File: src/rtl/dtc_map.svh
`ifndef DTC_MAP_SVH
`define DTC_MAP_SVH

// ----------------------------------------------------------------------
// Register indices (byte address is four times the index)
// ----------------------------------------------------------------------
`define DTC_IDX_CTRL 8'h88
`define DTC_IDX_MODE 8'h89
`define DTC_IDX_CNT0_LO 8'h8a
`define DTC_IDX_CNT1_LO 8'h8b
`define DTC_IDX_CNT0_HI 8'h8c
`define DTC_IDX_CNT1_HI 8'h8d
`define DTC_IDX_ACK 8'h8e
`define DTC_IDX_LSB 2
`define DTC_IDX_MSB 9
`define DTC_PAGE_LSB 10

// ----------------------------------------------------------------------
// Control register fields
// ----------------------------------------------------------------------
`define DTC_CTRL_OVF1 7
`define DTC_CTRL_RUN1 6
`define DTC_CTRL_OVF0 5
`define DTC_CTRL_RUN0 4
`define DTC_CTRL_XFLAG1 3
`define DTC_CTRL_XEDGE1 2
`define DTC_CTRL_XFLAG0 1
`define DTC_CTRL_XEDGE0 0
`define DTC_CTRL_STEP 2

// ----------------------------------------------------------------------
// Mode register fields and codes
// ----------------------------------------------------------------------
`define DTC_MODE_GATE0 3
`define DTC_MODE_CT0 2
`define DTC_MODE_M_LSB0 0
`define DTC_MODE_STEP 4
`define DTC_MODE_13BIT 2'b00
`define DTC_MODE_16BIT 2'b01

// ----------------------------------------------------------------------
// Vector acknowledge register fields
// ----------------------------------------------------------------------
`define DTC_ACK_OVF1 3
`define DTC_ACK_OVF0 2
`define DTC_ACK_XFLAG1 1
`define DTC_ACK_XFLAG0 0

// ----------------------------------------------------------------------
// Reset values, prescaler, timing and responses
// ----------------------------------------------------------------------
`define DTC_CTRL_RESET 8'h00
`define DTC_MODE_RESET 8'h00
`define DTC_PRE_ONES 5'h1f
`define DTC_MC_CLKS 12
`define DTC_RESP_OKAY 2'b00
`define DTC_RESP_SLVERR 2'b10

`endif

File: src/rtl/dtc_pkg.sv
package dtc_pkg;

   // One timer's register pair
   typedef struct packed {
      logic [7:0] hi;
      logic [7:0] lo;
   } dtc_count_type;

   // External pins, all synchronous to aclk
   typedef struct packed {
      logic ext_irq_pin_one_n;
      logic ext_irq_pin_zero_n;
      logic count_input_pin_one;
      logic count_input_pin_zero;
   } dtc_pins_type;

   typedef enum logic [1:0] {DTC_WR_TAKE = 2'b01, DTC_WR_RESP = 2'b10} dtc_wr_type;
   typedef enum logic [1:0] {DTC_RD_IDLE = 2'b01, DTC_RD_RESP = 2'b10} dtc_rd_type;

   // Whole state of the block
   typedef struct packed {
      dtc_count_type [1:0] tmr;
      logic [7:0] ctrl;
      logic [7:0] mode;
      logic [7:0] presc;
      logic mtick;
      logic [1:0] cnt_prev;
      logic [1:0] irq_prev;
      dtc_wr_type wr;
      dtc_rd_type rd;
      logic aw_full;
      logic aw_hit;
      logic [7:0] aw_idx;
      logic w_full;
      logic [7:0] wdata;
      logic wstrb0;
      logic awready;
      logic wready;
      logic bvalid;
      logic [1:0] bresp;
      logic arready;
      logic rvalid;
      logic [7:0] rdata;
      logic [1:0] rresp;
   } dtc_state_type;

endpackage

File: src/rtl/dtc_top.sv
// Notes on behaviour
// Each timer is a high and low byte, split or joined by mode
// Timer 1 overflow flag set on overflow, cleared on vector acknowledge
// Timer 1 run enable starts and stops timer 1
// Timer 0 overflow flag set on overflow, cleared on vector acknowledge
// Timer 0 run enable starts and stops timer 0
// Irq 1 flag: falling edge or low level; edge flag cleared by acknowledge
// Irq 1 trigger select: 1 falling edge, 0 low level
// Irq 0 flag: falling edge or low level; edge flag cleared by acknowledge
// Irq 0 trigger select: 1 falling edge, 0 low level
// Irq flag and trigger bits never touch the timers
// Both timers behave the same
// Mode 0: 13-bit count, low five bits prescale by 32
// Wrap from all ones to zero sets the overflow flag
// Counting needs run set and gate clear or irq pin high
// Setting run leaves the count untouched
// Mode 1: full 16-bit count
// Mode code 00 is 13-bit, 01 is 16-bit
// Counter select: 1 counts pin falls, 0 counts internal clock
// Gate set: count only while irq pin high and run set
// Timer counts machine cycles of twelve clocks, counter counts pin falls
// Count registers writable any time, effective next counting cycle
//
// Decided for this implementation: the AXI4-Lite interface to the registers.
`include "dtc_map.svh"

module dtc_top #(
   parameter int ADDR_W = 12,
   parameter int MC_CLKS = `DTC_MC_CLKS
) (
   input wire logic aclk,
   input wire logic aresetn,
   input wire logic ce,
   input wire logic [ADDR_W-1:0] s_axi_awaddr,
   input wire logic s_axi_awvalid,
   output logic s_axi_awready,
   input wire logic [31:0] s_axi_wdata,
   input wire logic [3:0] s_axi_wstrb,
   input wire logic s_axi_wvalid,
   output logic s_axi_wready,
   output logic [1:0] s_axi_bresp,
   output logic s_axi_bvalid,
   input wire logic s_axi_bready,
   input wire logic [ADDR_W-1:0] s_axi_araddr,
   input wire logic s_axi_arvalid,
   output logic s_axi_arready,
   output logic [31:0] s_axi_rdata,
   output logic [1:0] s_axi_rresp,
   output logic s_axi_rvalid,
   input wire logic s_axi_rready,
   input wire dtc_pkg::dtc_pins_type pins
);

   // ----------------------------------------------------------------------
   // Elaboration checks
   // ----------------------------------------------------------------------
   if (ADDR_W <= `DTC_PAGE_LSB) begin : g_bad_addr
      $error("ADDR_W too small for the register map");
   end
   if (MC_CLKS < 2 || MC_CLKS > 256) begin : g_bad_mc
      $error("MC_CLKS must lie in 2..256");
   end

   // ----------------------------------------------------------------------
   // State and helpers
   // ----------------------------------------------------------------------
   dtc_pkg::dtc_state_type st;
   dtc_pkg::dtc_state_type next_st;
   logic do_write;
   logic wr_en;
   logic [1:0] tick;
   logic [1:0] ovf;
   logic [1:0] cnt_pin;
   logic [1:0] irq_pin;

   // Pin vectors indexed by timer number
   assign cnt_pin = {pins.count_input_pin_one, pins.count_input_pin_zero};
   assign irq_pin = {pins.ext_irq_pin_one_n, pins.ext_irq_pin_zero_n};

   // Outputs straight from the state flops
   assign s_axi_awready = st.awready;
   assign s_axi_wready = st.wready;
   assign s_axi_bvalid = st.bvalid;
   assign s_axi_bresp = st.bresp;
   assign s_axi_arready = st.arready;
   assign s_axi_rvalid = st.rvalid;
   assign s_axi_rdata = {24'h000000, st.rdata};
   assign s_axi_rresp = st.rresp;

   // Index decodes to a mapped register
   function automatic logic dtc_mapped(input logic [7:0] idx);
      dtc_mapped = (idx >= `DTC_IDX_CTRL) && (idx <= `DTC_IDX_ACK);
   endfunction

   // Read mux over current state; acknowledge register reads zero
   function automatic logic [7:0] dtc_read(input dtc_pkg::dtc_state_type s,
                                          input logic [7:0] idx);
      case (idx)
         `DTC_IDX_CTRL: dtc_read = s.ctrl;
         `DTC_IDX_MODE: dtc_read = s.mode;
         `DTC_IDX_CNT0_LO: dtc_read = s.tmr[0].lo;
         `DTC_IDX_CNT1_LO: dtc_read = s.tmr[1].lo;
         `DTC_IDX_CNT0_HI: dtc_read = s.tmr[0].hi;
         `DTC_IDX_CNT1_HI: dtc_read = s.tmr[1].hi;
         default: dtc_read = 8'h00;
      endcase
   endfunction

   // ----------------------------------------------------------------------
   // Next state
   // ----------------------------------------------------------------------
   always_comb begin
      logic run;
      logic gate;
      logic ctsel;
      logic [1:0] md;
      logic src;
      logic carry;
      logic tmr_wr;
      logic [7:0] ridx;
      run = 1'b0;
      gate = 1'b0;
      ctsel = 1'b0;
      md = `DTC_MODE_13BIT;
      src = 1'b0;
      carry = 1'b0;
      tmr_wr = 1'b0;
      ridx = 8'h00;
      next_st = st;
      do_write = 1'b0;
      tick = 2'b00;
      ovf = 2'b00;

      // Machine cycle prescaler, one pulse every MC_CLKS clocks
      if (st.presc == 8'(MC_CLKS - 1)) begin
         next_st.presc = 8'h00;
         next_st.mtick = 1'b1;
      end else begin
         next_st.presc = st.presc + 8'h01;
         next_st.mtick = 1'b0;
      end

      // Pin history for falling edge detection
      next_st.cnt_prev = cnt_pin;
      next_st.irq_prev = irq_pin;

      // Write channel: address and data taken in either order
      case (st.wr)
         dtc_pkg::DTC_WR_TAKE: begin
            if (s_axi_awvalid && st.awready) begin
               next_st.aw_full = 1'b1;
               next_st.awready = 1'b0;
               next_st.aw_idx = s_axi_awaddr[`DTC_IDX_MSB:`DTC_IDX_LSB];
               next_st.aw_hit = (s_axi_awaddr[ADDR_W-1:`DTC_PAGE_LSB] == '0);
            end
            if (s_axi_wvalid && st.wready) begin
               next_st.w_full = 1'b1;
               next_st.wready = 1'b0;
               next_st.wdata = s_axi_wdata[7:0];
               next_st.wstrb0 = s_axi_wstrb[0];
            end
            if (st.aw_full && st.w_full) begin
               do_write = 1'b1;
               next_st.aw_full = 1'b0;
               next_st.w_full = 1'b0;
               next_st.bvalid = 1'b1;
               next_st.bresp = (st.aw_hit && dtc_mapped(st.aw_idx)) ?
                               `DTC_RESP_OKAY : `DTC_RESP_SLVERR;
               next_st.wr = dtc_pkg::DTC_WR_RESP;
            end
         end
         dtc_pkg::DTC_WR_RESP: begin
            if (s_axi_bready) begin
               next_st.bvalid = 1'b0;
               next_st.awready = 1'b1;
               next_st.wready = 1'b1;
               next_st.wr = dtc_pkg::DTC_WR_TAKE;
            end
         end
         default: begin
            next_st.wr = dtc_pkg::DTC_WR_TAKE;
         end
      endcase

      // Read channel: one read under way at a time
      case (st.rd)
         dtc_pkg::DTC_RD_IDLE: begin
            if (s_axi_arvalid && st.arready) begin
               ridx = s_axi_araddr[`DTC_IDX_MSB:`DTC_IDX_LSB];
               next_st.arready = 1'b0;
               next_st.rvalid = 1'b1;
               if ((s_axi_araddr[ADDR_W-1:`DTC_PAGE_LSB] == '0) && dtc_mapped(ridx)) begin
                  next_st.rdata = dtc_read(st, ridx);
                  next_st.rresp = `DTC_RESP_OKAY;
               end else begin
                  next_st.rdata = 8'h00;
                  next_st.rresp = `DTC_RESP_SLVERR;
               end
               next_st.rd = dtc_pkg::DTC_RD_RESP;
            end
         end
         dtc_pkg::DTC_RD_RESP: begin
            if (s_axi_rready) begin
               next_st.rvalid = 1'b0;
               next_st.arready = 1'b1;
               next_st.rd = dtc_pkg::DTC_RD_IDLE;
            end
         end
         default: begin
            next_st.rd = dtc_pkg::DTC_RD_IDLE;
         end
      endcase

      // Software register writes; run bits only gate, counts stay put
      wr_en = do_write && st.aw_hit && st.wstrb0 && dtc_mapped(st.aw_idx);
      if (wr_en) begin
         case (st.aw_idx)
            `DTC_IDX_CTRL: next_st.ctrl = st.wdata; // see R3 see R5
            `DTC_IDX_MODE: next_st.mode = st.wdata;
            `DTC_IDX_CNT0_LO: next_st.tmr[0].lo = st.wdata;
            `DTC_IDX_CNT1_LO: next_st.tmr[1].lo = st.wdata;
            `DTC_IDX_CNT0_HI: next_st.tmr[0].hi = st.wdata;
            `DTC_IDX_CNT1_HI: next_st.tmr[1].hi = st.wdata;
            `DTC_IDX_ACK: begin
               // Vector acknowledge clears flags; edge-only for irq flags
               if (st.wdata[`DTC_ACK_OVF1]) next_st.ctrl[`DTC_CTRL_OVF1] = 1'b0;
               if (st.wdata[`DTC_ACK_OVF0]) next_st.ctrl[`DTC_CTRL_OVF0] = 1'b0;
               if (st.wdata[`DTC_ACK_XFLAG1]) next_st.ctrl[`DTC_CTRL_XFLAG1] = 1'b0;
               if (st.wdata[`DTC_ACK_XFLAG0]) next_st.ctrl[`DTC_CTRL_XFLAG0] = 1'b0;
            end
            default: begin
            end
         endcase
      end

      // Two identical timers; irq flag bits take no part here
      for (int i = 0; i < 2; i++) begin // see R11
         run = st.ctrl[`DTC_CTRL_RUN0 + `DTC_CTRL_STEP * i];
         gate = st.mode[`DTC_MODE_GATE0 + `DTC_MODE_STEP * i];
         ctsel = st.mode[`DTC_MODE_CT0 + `DTC_MODE_STEP * i];
         md = st.mode[`DTC_MODE_M_LSB0 + `DTC_MODE_STEP * i +: 2];
         src = ctsel ? (st.cnt_prev[i] && !cnt_pin[i]) : st.mtick; // see R18
         tmr_wr = wr_en && ((st.aw_idx == `DTC_IDX_CNT0_LO + 8'(i)) ||
                            (st.aw_idx == `DTC_IDX_CNT0_HI + 8'(i)));
         // A software write to the pair replaces this counting step
         tick[i] = run && (!gate || irq_pin[i]) && src && !tmr_wr; // see R14
         carry = 1'b0;
         if (tick[i] && md == `DTC_MODE_13BIT) begin
            // Low five bits prescale by 32, upper three left alone
            carry = (st.tmr[i].lo[4:0] == `DTC_PRE_ONES);
            next_st.tmr[i].lo[4:0] = st.tmr[i].lo[4:0] + 5'h01;
            if (carry) begin
               next_st.tmr[i].hi = st.tmr[i].hi + 8'h01;
            end
            ovf[i] = carry && (st.tmr[i].hi == 8'hff);
         end else if (tick[i] && md == `DTC_MODE_16BIT) begin
            // Full 16-bit cascade, no prescaler
            next_st.tmr[i] = st.tmr[i] + 16'h0001; // see R16
            ovf[i] = (st.tmr[i] == 16'hffff);
         end
         // Overflow sets the flag; set wins over acknowledge
         if (ovf[i]) begin
            next_st.ctrl[`DTC_CTRL_OVF0 + `DTC_CTRL_STEP * i] = 1'b1; // see R13 see R2
         end
      end

      // External interrupt flags, edge or level per trigger select
      for (int i = 0; i < 2; i++) begin
         if (st.ctrl[`DTC_CTRL_XEDGE0 + `DTC_CTRL_STEP * i]) begin // see R7
            if (st.irq_prev[i] && !irq_pin[i]) begin
               next_st.ctrl[`DTC_CTRL_XFLAG0 + `DTC_CTRL_STEP * i] = 1'b1; // see R6
            end
         end else begin
            next_st.ctrl[`DTC_CTRL_XFLAG0 + `DTC_CTRL_STEP * i] = !irq_pin[i]; // see R6
         end
      end
   end

   // ----------------------------------------------------------------------
   // State register
   // ----------------------------------------------------------------------
   always_ff @(posedge aclk) begin
      if (!aresetn) begin
         st <= '0;
         st.ctrl <= `DTC_CTRL_RESET;
         st.mode <= `DTC_MODE_RESET;
         st.wr <= dtc_pkg::DTC_WR_TAKE;
         st.rd <= dtc_pkg::DTC_RD_IDLE;
         st.awready <= 1'b1;
         st.wready <= 1'b1;
         st.arready <= 1'b1;
         st.irq_prev <= 2'b11;
         st.cnt_prev <= 2'b00;
      end else if (ce) begin
         st <= next_st;
      end
   end
endmodule // dtc_top

File: config.mk
export PLATFORM = sky130hd
export DESIGN_NAME = dtc_top
export DESIGN_NICKNAME = d
export VERILOG_FILES = /design/src/rtl/dtc_pkg.sv /design/src/rtl/dtc_top.sv
export VERILOG_INCLUDE_DIRS = /design/src /design/src/rtl
export SDC_FILE = /design/constraint.sdc
export NUM_CORES = 1
export LEC_CHECK = 0
export BUFFER_PORTS_ARGS = -buffer_cell sky130_fd_sc_hd__buf_2
export CORE_ASPECT_RATIO = 1.75
export CORE_MARGIN = 4
export CORE_UTILIZATION = 55
export CTS_CLUSTER_DIAMETER = 50
export DETAILED_ROUTE_END_ITERATION = 8
export PLACE_DENSITY_LB_ADDON = 0.2
export SETUP_SLACK_MARGIN = 0.15
export SLEW_MARGIN = 25
export SYNTH_ARGS = -nofsm -noshare
export SYNTH_HDL_FRONTEND = slang
export SYNTH_SLANG_ARGS = --single-unit
File: constraint.sdc
create_clock -name aclk -period 3.6 [get_ports aclk]
set_input_delay 0.72 -clock aclk [delete_from_list [all_inputs] [get_ports aclk]]
set_output_delay 0.72 -clock aclk [all_outputs]
set_load 0.02 [all_outputs]
==> results.json, run 1 <==
{
  "final_util": 0.610,
  "ios": 113,
  "cts_inserted_buffers": 9,
  "end_kind": "flip-flop",
  "routed_wire_length_per_instance_um": 20.1,
  "required_ns": 3.89,
  "worstSkewPairLatency_ns": 0.35,
  "cts_resized": 0,
  "finalSetupTns_ns": 0,
  "h-tree-depth": 3,
  "synth_cell_type_count": 64,
  "synth_top_cell_area_share": 0.329,
  "yosysSeqAreaShare": 0.329,
  "cp_cell_sequence": "ha_1 -> and3_1 -> ha_1 -> nor2b_1 -> a21oi_1 -> o311ai_0 -> a21oi_1 -> nor2_1",
  "antennaDiodeCount": 0,
  "crit_slowest_cell": "dfxtp_1",
  "rsz0062_at_grt": "false",
  "syn_inst": 797,
  "vias_per_cell": 6.57,
  "route.detailed.drc": 0,
  "post-place-ws_ns": 0.999,
  "cts_max_path_buffers": 2,
  "tightestPinTransition_ns": 1.02,
  "routed.top_layer": "met4",
  "start_kind": "flip-flop",
  "ant_nets": 0,
  "m1WireLength_mm": 6.86,
  "hpwlAfterDp_mm": 14.0,
  "synth_edf_count": 0,
  "setup_violations": 0,
  "ys_async_sr_fraction": 0,
  "yosys-top-cells-area": "dfxtp_1 33%, a21oi_1 6.7%, nand2_1 4.9%, buf_4 4.4%, mux2i_1 4.1%",
  "die_w_um": 87.5,
  "hold_viol_final": 0,
  "yosys.area.top_type": "dfxtp_1",
  "core-area_um2": 10800,
  "cts_tree": "yes",
  "clock.fmax_mhz": 392,
  "ys_ff_latch": 100,
  "initial_core_util": 0.566,
  "die_h_um": 147,
  "max-vdd-ir-drop_mv": 0.265,
  "layout_commonest_cell": "dfxtp_1",
  "final_cell_mix": "100 x dfxtp_1, 82 x a21oi_1, 80 x nand2_1",
  "drv_cap": 0,
  "fin_skew_ns": 0.00778,
  "clkTransAtPathRegs_ns": 0.07,
  "first_global_vias": 6028,
  "min_path_type": "flip-flop to flip-flop",
  "placed_cells": 937,
  "route.met2.wl_mm": 9.32,
  "dr_wl_met3_mm": 1.51,
  "path_delay_family": "simple AND/OR/NAND/NOR gates",
  "routed_wl_mm": 19.2,
  "yosysWarnings": 0,
  "antenna_found_initial": 0,
  "die-area_um2": 12900,
  "finalMaxSlewViolations": 0,
  "grt_use_total": 0.299,
  "drive_gt1_frac": 0.114,
  "arrival_ns": 2.84,
  "fp-row-count": 50,
  "first_pass_iters": 7,
  "crit_buf_inv": 0,
  "area_growth_pct": 7.73,
  "hold_buffers": 0,
  "overflow": 0,
  "avgSynthCellArea_um2": 7.64,
  "min_period_ns": 2.55,
  "grt_max_degree": 55,
  "power_leakage_nw": 2.43,
  "grt_pass1_wl_mm": 30.5,
  "outcome": "finished clean",
  "synthFlopType": "dfxtp_1",
  "crit_fanout": 10,
  "powerDensity_nw_per_um2": 356,
  "root_buffer": "clkbuf_16",
  "worstSetupPathType": "flip-flop to flip-flop",
  "layout.cells.non_filler": 953,
  "fin_crit_sh": 0.708,
  "cts_sinks": 100,
  "synth_area_um2": 6090,
  "slowest_delay_ns": 0.44,
  "fin_nets": 897,
  "post_cts_buffers": 0,
  "first_iter_violations": 513,
  "finalWeightedCongestion": 0.959,
  "vias": 6262,
  "io_buffers": 55,
  "slew_headroom": 0.315,
  "layout_setup_ws_ns": 1.05
}
cells by family after synthesis:
kind of cell | Yosys count | share of synthesized area
xor gates and xnor gates | 14 | 0.0201
other | 1 | 0.000616
muxes | 25 | 0.0411
AOI/OAI and AO/OA | 238 | 0.250
DFF | 100 | 0.329
and+or+nand+nor | 305 | 0.256
adders and majority gates | 7 | 0.0144
buffers and inverters | 107 | 0.0888
registers in the layout, summed over array words and instances (netlist names):
register / flops
st: 85
s_axi_rdata: 8
s_axi_arready: 1
s_axi_awready: 1
s_axi_bresp: 1
s_axi_bvalid: 1
s_axi_rresp: 1
s_axi_rvalid: 1
s_axi_wready: 1
area by class of cell:
type / instances / area, µm²
clock buffer: 13 / 250
clock inverter: 3 / 22.5
fill: 1026 / 4200
inverter: 19 / 71.3
multi-input combinational: 615 / 3640
sequential: 100 / 2000
tap: 130 / 163
timing repair buffer: 73 / 410
layer usage:
metal / vias up / GRT usage
met5: - / 0
met4: 0 / 0.222
met3: 100 / 0.0640
met2: 348 / 0.495
met1: 2888 / 0.324
li1: 2926 / -
worst paths after layout:
| kind | from | endpoint | slack (ns) | cells past startpoint |
|---|---|---|---|---|
| max reg2reg | st[87] | st[101] | 1.05 | 8 |
| min | s_axi_rdata[6] | s_axi_rdata[6] | 0.47 | 1 |
| min reg2reg | s_axi_rdata[6] | s_axi_rdata[6] | 0.47 | 1 |
| max | st[87] | st[101] | 1.05 | 8 |
where the power goes:
| part | leakage (nW) | internal (W) | total [W] | switching (W) |
|---|---|---|---|---|
| registers | 0.813 | 0.00114 | 0.00119 | 0.0000553 |
| logic | 1.49 | 0.0000741 | 0.000222 | 0.000148 |
| clock network | 0.122 | 0.000489 | 0.000921 | 0.000432 |
| total | 2.43 | 0.00170 | 0.00234 | 0.000635 |
worst register-to-register path, cell delays in order (launching register included):
cell and delay, ns:
dfxtp_1 0.44, ha_1 0.23, and3_1 0.24, ha_1 0.39
nor2b_1 0.43, a21oi_1 0.10, o311ai_0 0.40, a21oi_1 0.13
nor2_1 0.13
synthesized netlist by cell type, types with 5 or more instances:
cell,number
and4_1,11
mux2i_1,25
nor2b_1,7
nor3_1,19
and3_1,7
o21ai_0,45
nor4_1,14
a211oi_1,5
o2111ai_1,8
inv_1,18
o211ai_1,10
nand4_1,17
a31oi_1,6
xnor2_1,7
ha_1,7
nand2_1,80
o22ai_1,10
nand3_1,37
dfxtp_1,100
nand2b_1,13
xor2_1,7
and2_1,5
a22oi_1,24
clkbuf_1,41
nor2_1,65
a22o_1,8
buf_1,8
nand4b_1,6
buf_4,36
a21oi_1,82
a21o_1,6
through the flow:
stage / hold slack (ns) / instance area, µm² / power [W]
floorplan: 0.451 / 6180 / 0.00137
global route: 0.504 / 6560 / 0.00241
global placement: 0.455 / 6290 / 0.00143
detailed placement: 0.465 / 6290 / 0.00143
CTS: 0.481 / 6560 / 0.00234
finish: 0.473 / 6560 / 0.00234
No activity file was read; power rests on OpenSTA's default activity.
==> inputs of run 2 (changes only) <==
ABC_AREA = 1   (was unset)
clock period = 2.4 ns   (was 3.6 ns; I/O delays follow)
==> results.json, run 2 <==
{
  "synth.most_common_cell": "nand2_1",
  "tightestPinTransition_ns": 0.590,
  "antennaDiodeCount": 0,
  "stdcell_area_um2": 7280,
  "avgSynthCellArea_um2": 6.36,
  "vias": 6872,
  "hpwlAfterDp_mm": 14.6,
  "initial_core_util": 0.562,
  "met1_usage": 0.317,
  "power_frac_comb": 0.126,
  "fp-row-count": 52,
  "max-vdd-ir-drop_mv": 0.424,
  "core-area_um2": 11600,
  "first_global_vias": 6609,
  "yosysWarnings": 0,
  "layout_commonest_cell": "nand2_1",
  "ys_async_sr_fraction": 0,
  "min_period_ns": 2.08,
  "ios": 113,
  "hold_slack_ns": 0.390,
  "first_iter_violations": 470,
  "io_buffers": 55,
  "fin_nets": 1165,
  "grt_pass1_wl_mm": 31.8,
  "ys_top_cells_by_count": "231 x nand2_1, 113 x nor2_1, 110 x inv_1, 100 x dfxtp_1, 84 x nand3_1",
  "syn_inst": 1023,
  "clock.fmax_mhz": 482,
  "cts_inserted_buffers": 9,
  "die-area_um2": 13700,
  "arrival_ns": 2.33,
  "slew_headroom": 0.606,
  "crit_fanout": 11,
  "clkTransAtPathRegs_ns": 0.07,
  "place_area_um2": 6920,
  "worstSkewPairLatency_ns": 0.35,
  "final_cell_mix": "229 x nand2_1, 112 x nor2_1, 109 x inv_1",
  "finalSetupTns_ns": 0,
  "met2_usage": 0.500,
  "grt_max_degree": 46,
  "die_w_um": 90.2,
  "yosys.area.top_type": "dfxtp_1",
  "cp_common_cell": "nand2_1",
  "antenna_found_initial": 0,
  "routed_wire_length_per_instance_um": 15.7,
  "finalMaxSlewViolations": 0,
  "synth_top_cell_area_share": 0.308,
  "finalWeightedCongestion": 0.966,
  "routed_wl_mm": 19.3,
  "ys_ff_latch": 100,
  "hold_viol_final": 0,
  "vias_per_cell": 5.61,
  "min_path_type": "input pin to flip-flop",
  "slowest_delay_ns": 0.30,
  "cts_max_path_buffers": 2,
  "powerDensity_nw_per_um2": 506,
  "drive_gt1_frac": 0.126,
  "end_kind": "flip-flop",
  "first_pass_iters": 5,
  "ant_nets": 0,
  "start_kind": "flip-flop",
  "area_growth_pct": 11.9,
  "seqPwrFrac": 0.483,
  "required_ns": 2.65,
  "grt_use_total": 0.282,
  "largest_reg_flops": 85,
  "synth_edf_count": 0,
  "fin_crit_sh": 0.865,
  "power_leakage_nw": 3.16,
  "synth_area_um2": 6510,
  "worstSetupPathType": "flip-flop to flip-flop",
  "grt.busiest_layer": "met2",
  "h-tree-depth": 3,
  "rsz0062_at_grt": "false",
  "route.detailed.drc": 0,
  "crit_slowest_cell": "dfxtp_1",
  "grt_use_met3": 0.0336,
  "yosys-top-cells-area": "dfxtp_1 31%, nand2_1 13%, nor2_1 6.5%, nand3_1 6.5%, inv_1 6.3%",
  "die_h_um": 152,
  "synth_cell_type_count": 38,
  "switchingPower_w": 0.00108,
  "synthFlopType": "dfxtp_1",
  "yosysSeqAreaShare": 0.308,
  "intPower_w": 0.00261,
  "cts_sinks": 100,
  "hold_buffers": 0,
  "cts_tree": "yes",
  "root_buffer": "clkbuf_16",
  "regMostFlops": "st",
  "cp_cell_sequence": "inv_1 -> nand2_1 -> nor2_4 -> nand2_1 -> nand2_1 -> nand4_1 -> nand2_1 -> inv_2 -> buf_4 -> buf_4 -> nand3_1 -> nand2_1 -> nand3b_1 -> nand2_1 -> inv_1",
  "switching_share": 0.293,
  "setup_violations": 0,
  "drv_cap": 0,
  "clkPwrFrac": 0.392,
  "overflow": 0,
  "outcome": "finished clean",
  "fin_skew_ns": 0.00649
}
[run 2: cell type report]
class | instances | area, µm²
sequential | 100 | 2000
inverter | 113 | 424
tap | 135 | 169
clock buffer | 9 | 225
timing repair buffer | 94 | 597
multi-input combinational | 768 | 3800
clock inverter | 7 | 63.8
fill | 1170 | 4300
[run 2: timing repair]
item	in CTS	in global routing
buffers inserted	0	5
hold endpoints to repair	0	0
pin swaps	0	3
endpoints found under the setup margin	8	33
gates resized for setup	1	10
[run 2: kinds of logic after synthesis]
family	synth area share
flip-flops	0.308
AO/OA/AOI/OAI	0.178
XOR/XNOR	0.0444
adder cells (fa/ha/maj)	0.0135
AND/OR/NAND/NOR	0.329
other	0.000576
buffers and inverters	0.128
[run 2: stage by stage]
step,setup slack [ns],util,std cells,total power [W]
6_report,0.324,0.629,1226,0.00369
5_1_grt,0.161,0.629,1226,0.00384
4_1_cts,0.247,0.623,1221,0.00371
3_5_place_dp,0.152,0.597,1205,0.00227
3_3_place_gp,0.187,0.597,1205,0.00227
2_1_floorplan,0.423,-,1048,0.00215
[run 2: layer usage]
metal	vias up	wire (µm)
li1	3434	-
met1	3064	7230
met2	311	9700
met3	63	1250
met4	0	1090
met5	-	0
[run 2: power groups by stage]
| stage | clock [W] | combinational (W) | sequential [W] |
|---|---|---|---|
| floorplan | 0 | 0.000343 | 0.00181 |
| global placement | 0 | 0.000449 | 0.00182 |
| detailed placement | 0 | 0.000456 | 0.00182 |
| CTS | 0.00147 | 0.000457 | 0.00178 |
| global route | 0.00153 | 0.000521 | 0.00179 |
| finish | 0.00144 | 0.000464 | 0.00178 |
[run 2: critical path: cells and delay by family (launching register included)]
kind	cells	cell delay, ns
buf+inv	5	0.51
flops	1	0.30
simple gates	10	1.15
[run 2: final timing paths]
path	startpoint	endpoint	slack, ns	depth (start not counted)
worst min register to register	s_axi_bvalid	s_axi_bvalid	0.45	2
worst min-delay path	s_axi_wstrb[0]	st[17]	0.39	3
worst max-delay path	st[33]	st[78]	0.32	15
worst max register to register	st[33]	st[78]	0.32	15
==> inputs of run 3 (changes only) <==
CORE_UTILIZATION = 30   (was 55)
CTS_CLUSTER_SIZE = 12   (was unset)
==> results.json, run 3 (synthesis gave the netlist of run 2 again) <==
{
  "outcome": "finished clean",
  "arrival_ns": 2.31,
  "initial_core_util": 0.304,
  "drive_gt1_frac": 0.129,
  "antennaDiodeCount": 0,
  "fp-row-count": 71,
  "fillers": 2388,
  "worstSkewPairLatency_ns": 0.37,
  "io_buffers": 55,
  "first_global_vias": 6403,
  "largest_reg_flops": 85,
  "area_growth_pct": 15.7,
  "die_w_um": 119,
  "min_period_ns": 2.08,
  "layout_commonest_cell": "nand2_1",
  "vias_per_cell": 4.85,
  "cts_inserted_buffers": 9,
  "antenna_found_initial": 0,
  "hpwlAfterDp_mm": 17.2,
  "grt_pass1_wl_mm": 34.6,
  "tightestPinTransition_ns": 0.670,
  "core-area_um2": 21400,
  "place_area_um2": 7200,
  "crit_cells": 11,
  "routed_wl_mm": 22.1,
  "route.detailed.drc": 0,
  "die_h_um": 203,
  "path_delay_family": "simple AND/OR/NAND/NOR gates",
  "p_total_w": 0.00371,
  "required_ns": 2.63,
  "finalSetupTns_ns": 0,
  "stdcell_area_um2": 7530,
  "clkTransAtPathRegs_ns": 0.08,
  "hold_viol_final": 0,
  "grt_max_degree": 44,
  "crit_fanout": 5,
  "routed_wire_length_per_instance_um": 15.9,
  "vias": 6743,
  "ios": 113,
  "fin_crit_sh": 0.866,
  "reg2regPathDepth": 11,
  "final_cell_mix": "230 x nand2_1, 113 x nor2_1, 110 x inv_1",
  "end_kind": "flip-flop",
  "start_kind": "flip-flop",
  "finalMaxSlewViolations": 0,
  "fin_nets": 1172,
  "min_path_type": "input pin to flip-flop",
  "powerDensity_nw_per_um2": 493,
  "root_buffer": "clkbuf_16",
  "power_leakage_nw": 3.18,
  "first_pass_iters": 5,
  "cp_cell_sequence": "inv_1 -> nand2_1 -> nor2_1 -> nand2_2 -> nand3_1 -> nand4_1 -> nand2_1 -> nor2_2 -> nand2_1 -> o211ai_1 -> a21oi_1",
  "hold_slack_ns": 0.377,
  "cp_common_cell": "nand2_1",
  "max-vdd-ir-drop_mv": 0.433,
  "final_util": 0.352,
  "cts_sinks": 100,
  "first_iter_violations": 345,
  "crit_slowest_cell": "dfxtp_1",
  "finalWeightedCongestion": 0.931,
  "setup_violations": 0,
  "hold_depth": 3,
  "regMostFlops": "st",
  "die-area_um2": 24200,
  "multi_input_area_um2": 3790,
  "ant_nets": 0,
  "seq_area_um2": 2000,
  "clock.fmax_mhz": 481,
  "worstSetupPathType": "flip-flop to flip-flop",
  "cts_tree": "yes",
  "crit_buf_inv": 1,
  "overflow": 0,
  "h-tree-depth": 3,
  "grt_use_total": 0.181,
  "slowest_delay_ns": 0.35,
  "slew_headroom": 0.553,
  "fin_skew_ns": 0.0211,
  "rsz0062_at_grt": "true",
  "drv_cap": 0,
  "cts_max_path_buffers": 2
}
run 3: cell count changes in the layout (fill, tap and decap cells not counted), sizes merged:
cell / delta
inv: -3
clkinv: +1
clkinvlp: +1
buf: +7
run 3: layout make-up:
| class | instances | share of cell area |
|---|---|---|
| clock buffers | 9 | 0.0299 |
| multi-input cells | 768 | 0.504 |
| inverters | 113 | 0.0563 |
| flip-flops and latches | 100 | 0.266 |
| well taps | 292 | 0.0485 |
| repair buffers | 101 | 0.0891 |
| clock inverters | 6 | 0.00648 |
run 3: worst register-to-register path, delay by kind of cell, from the launching register on:
family | cells | cell delay (ns)
simple gates | 8 | 1.18
flops | 1 | 0.35
compound gates | 2 | 0.30
buf+inv | 1 | 0.10
run 3: path summary, 6_finish.rpt:
| check | from | to | slack (ns) |
|---|---|---|---|
| worst max-delay path | st[27] | st[99] | 0.32 |
| worst min-delay path | pins[0] | st[43] | 0.38 |
| worst max register to register | st[27] | st[99] | 0.32 |
| worst min register to register | s_axi_bvalid | s_axi_bvalid | 0.45 |
run 3: repair_timing:
action / in CTS / in global routing
resized for setup: 1 / 11
setup endpoints to repair: 3 / 32
pin swaps: 0 / 2
buffers inserted: 0 / 2
hold buffers: 0 / 0
run 3: power by group:
part / switching [W] / internal (W)
Sequential: 0.0000579 / 0.00172
Clock: 0.000739 / 0.000711
Combinational: 0.000323 / 0.000155
run 3: per-layer routing:
layer / vias to the layer above / track usage / routed length [µm]
li1: 3448 / - / -
met2: 169 / 0.337 / 11500
met3: 46 / 0.0164 / 745
met1: 3080 / 0.197 / 8520
met5: - / 0 / 0
met4: 0 / 0.106 / 1320
run 3: through the flow:
step	std cells	worst slack (ns)
3_3_place_gp	1372	0.183
3_5_place_dp	1372	0.155
6_report	1389	0.322
5_1_grt	1389	0.136
4_1_cts	1387	0.176
2_1_floorplan	1048	0.423
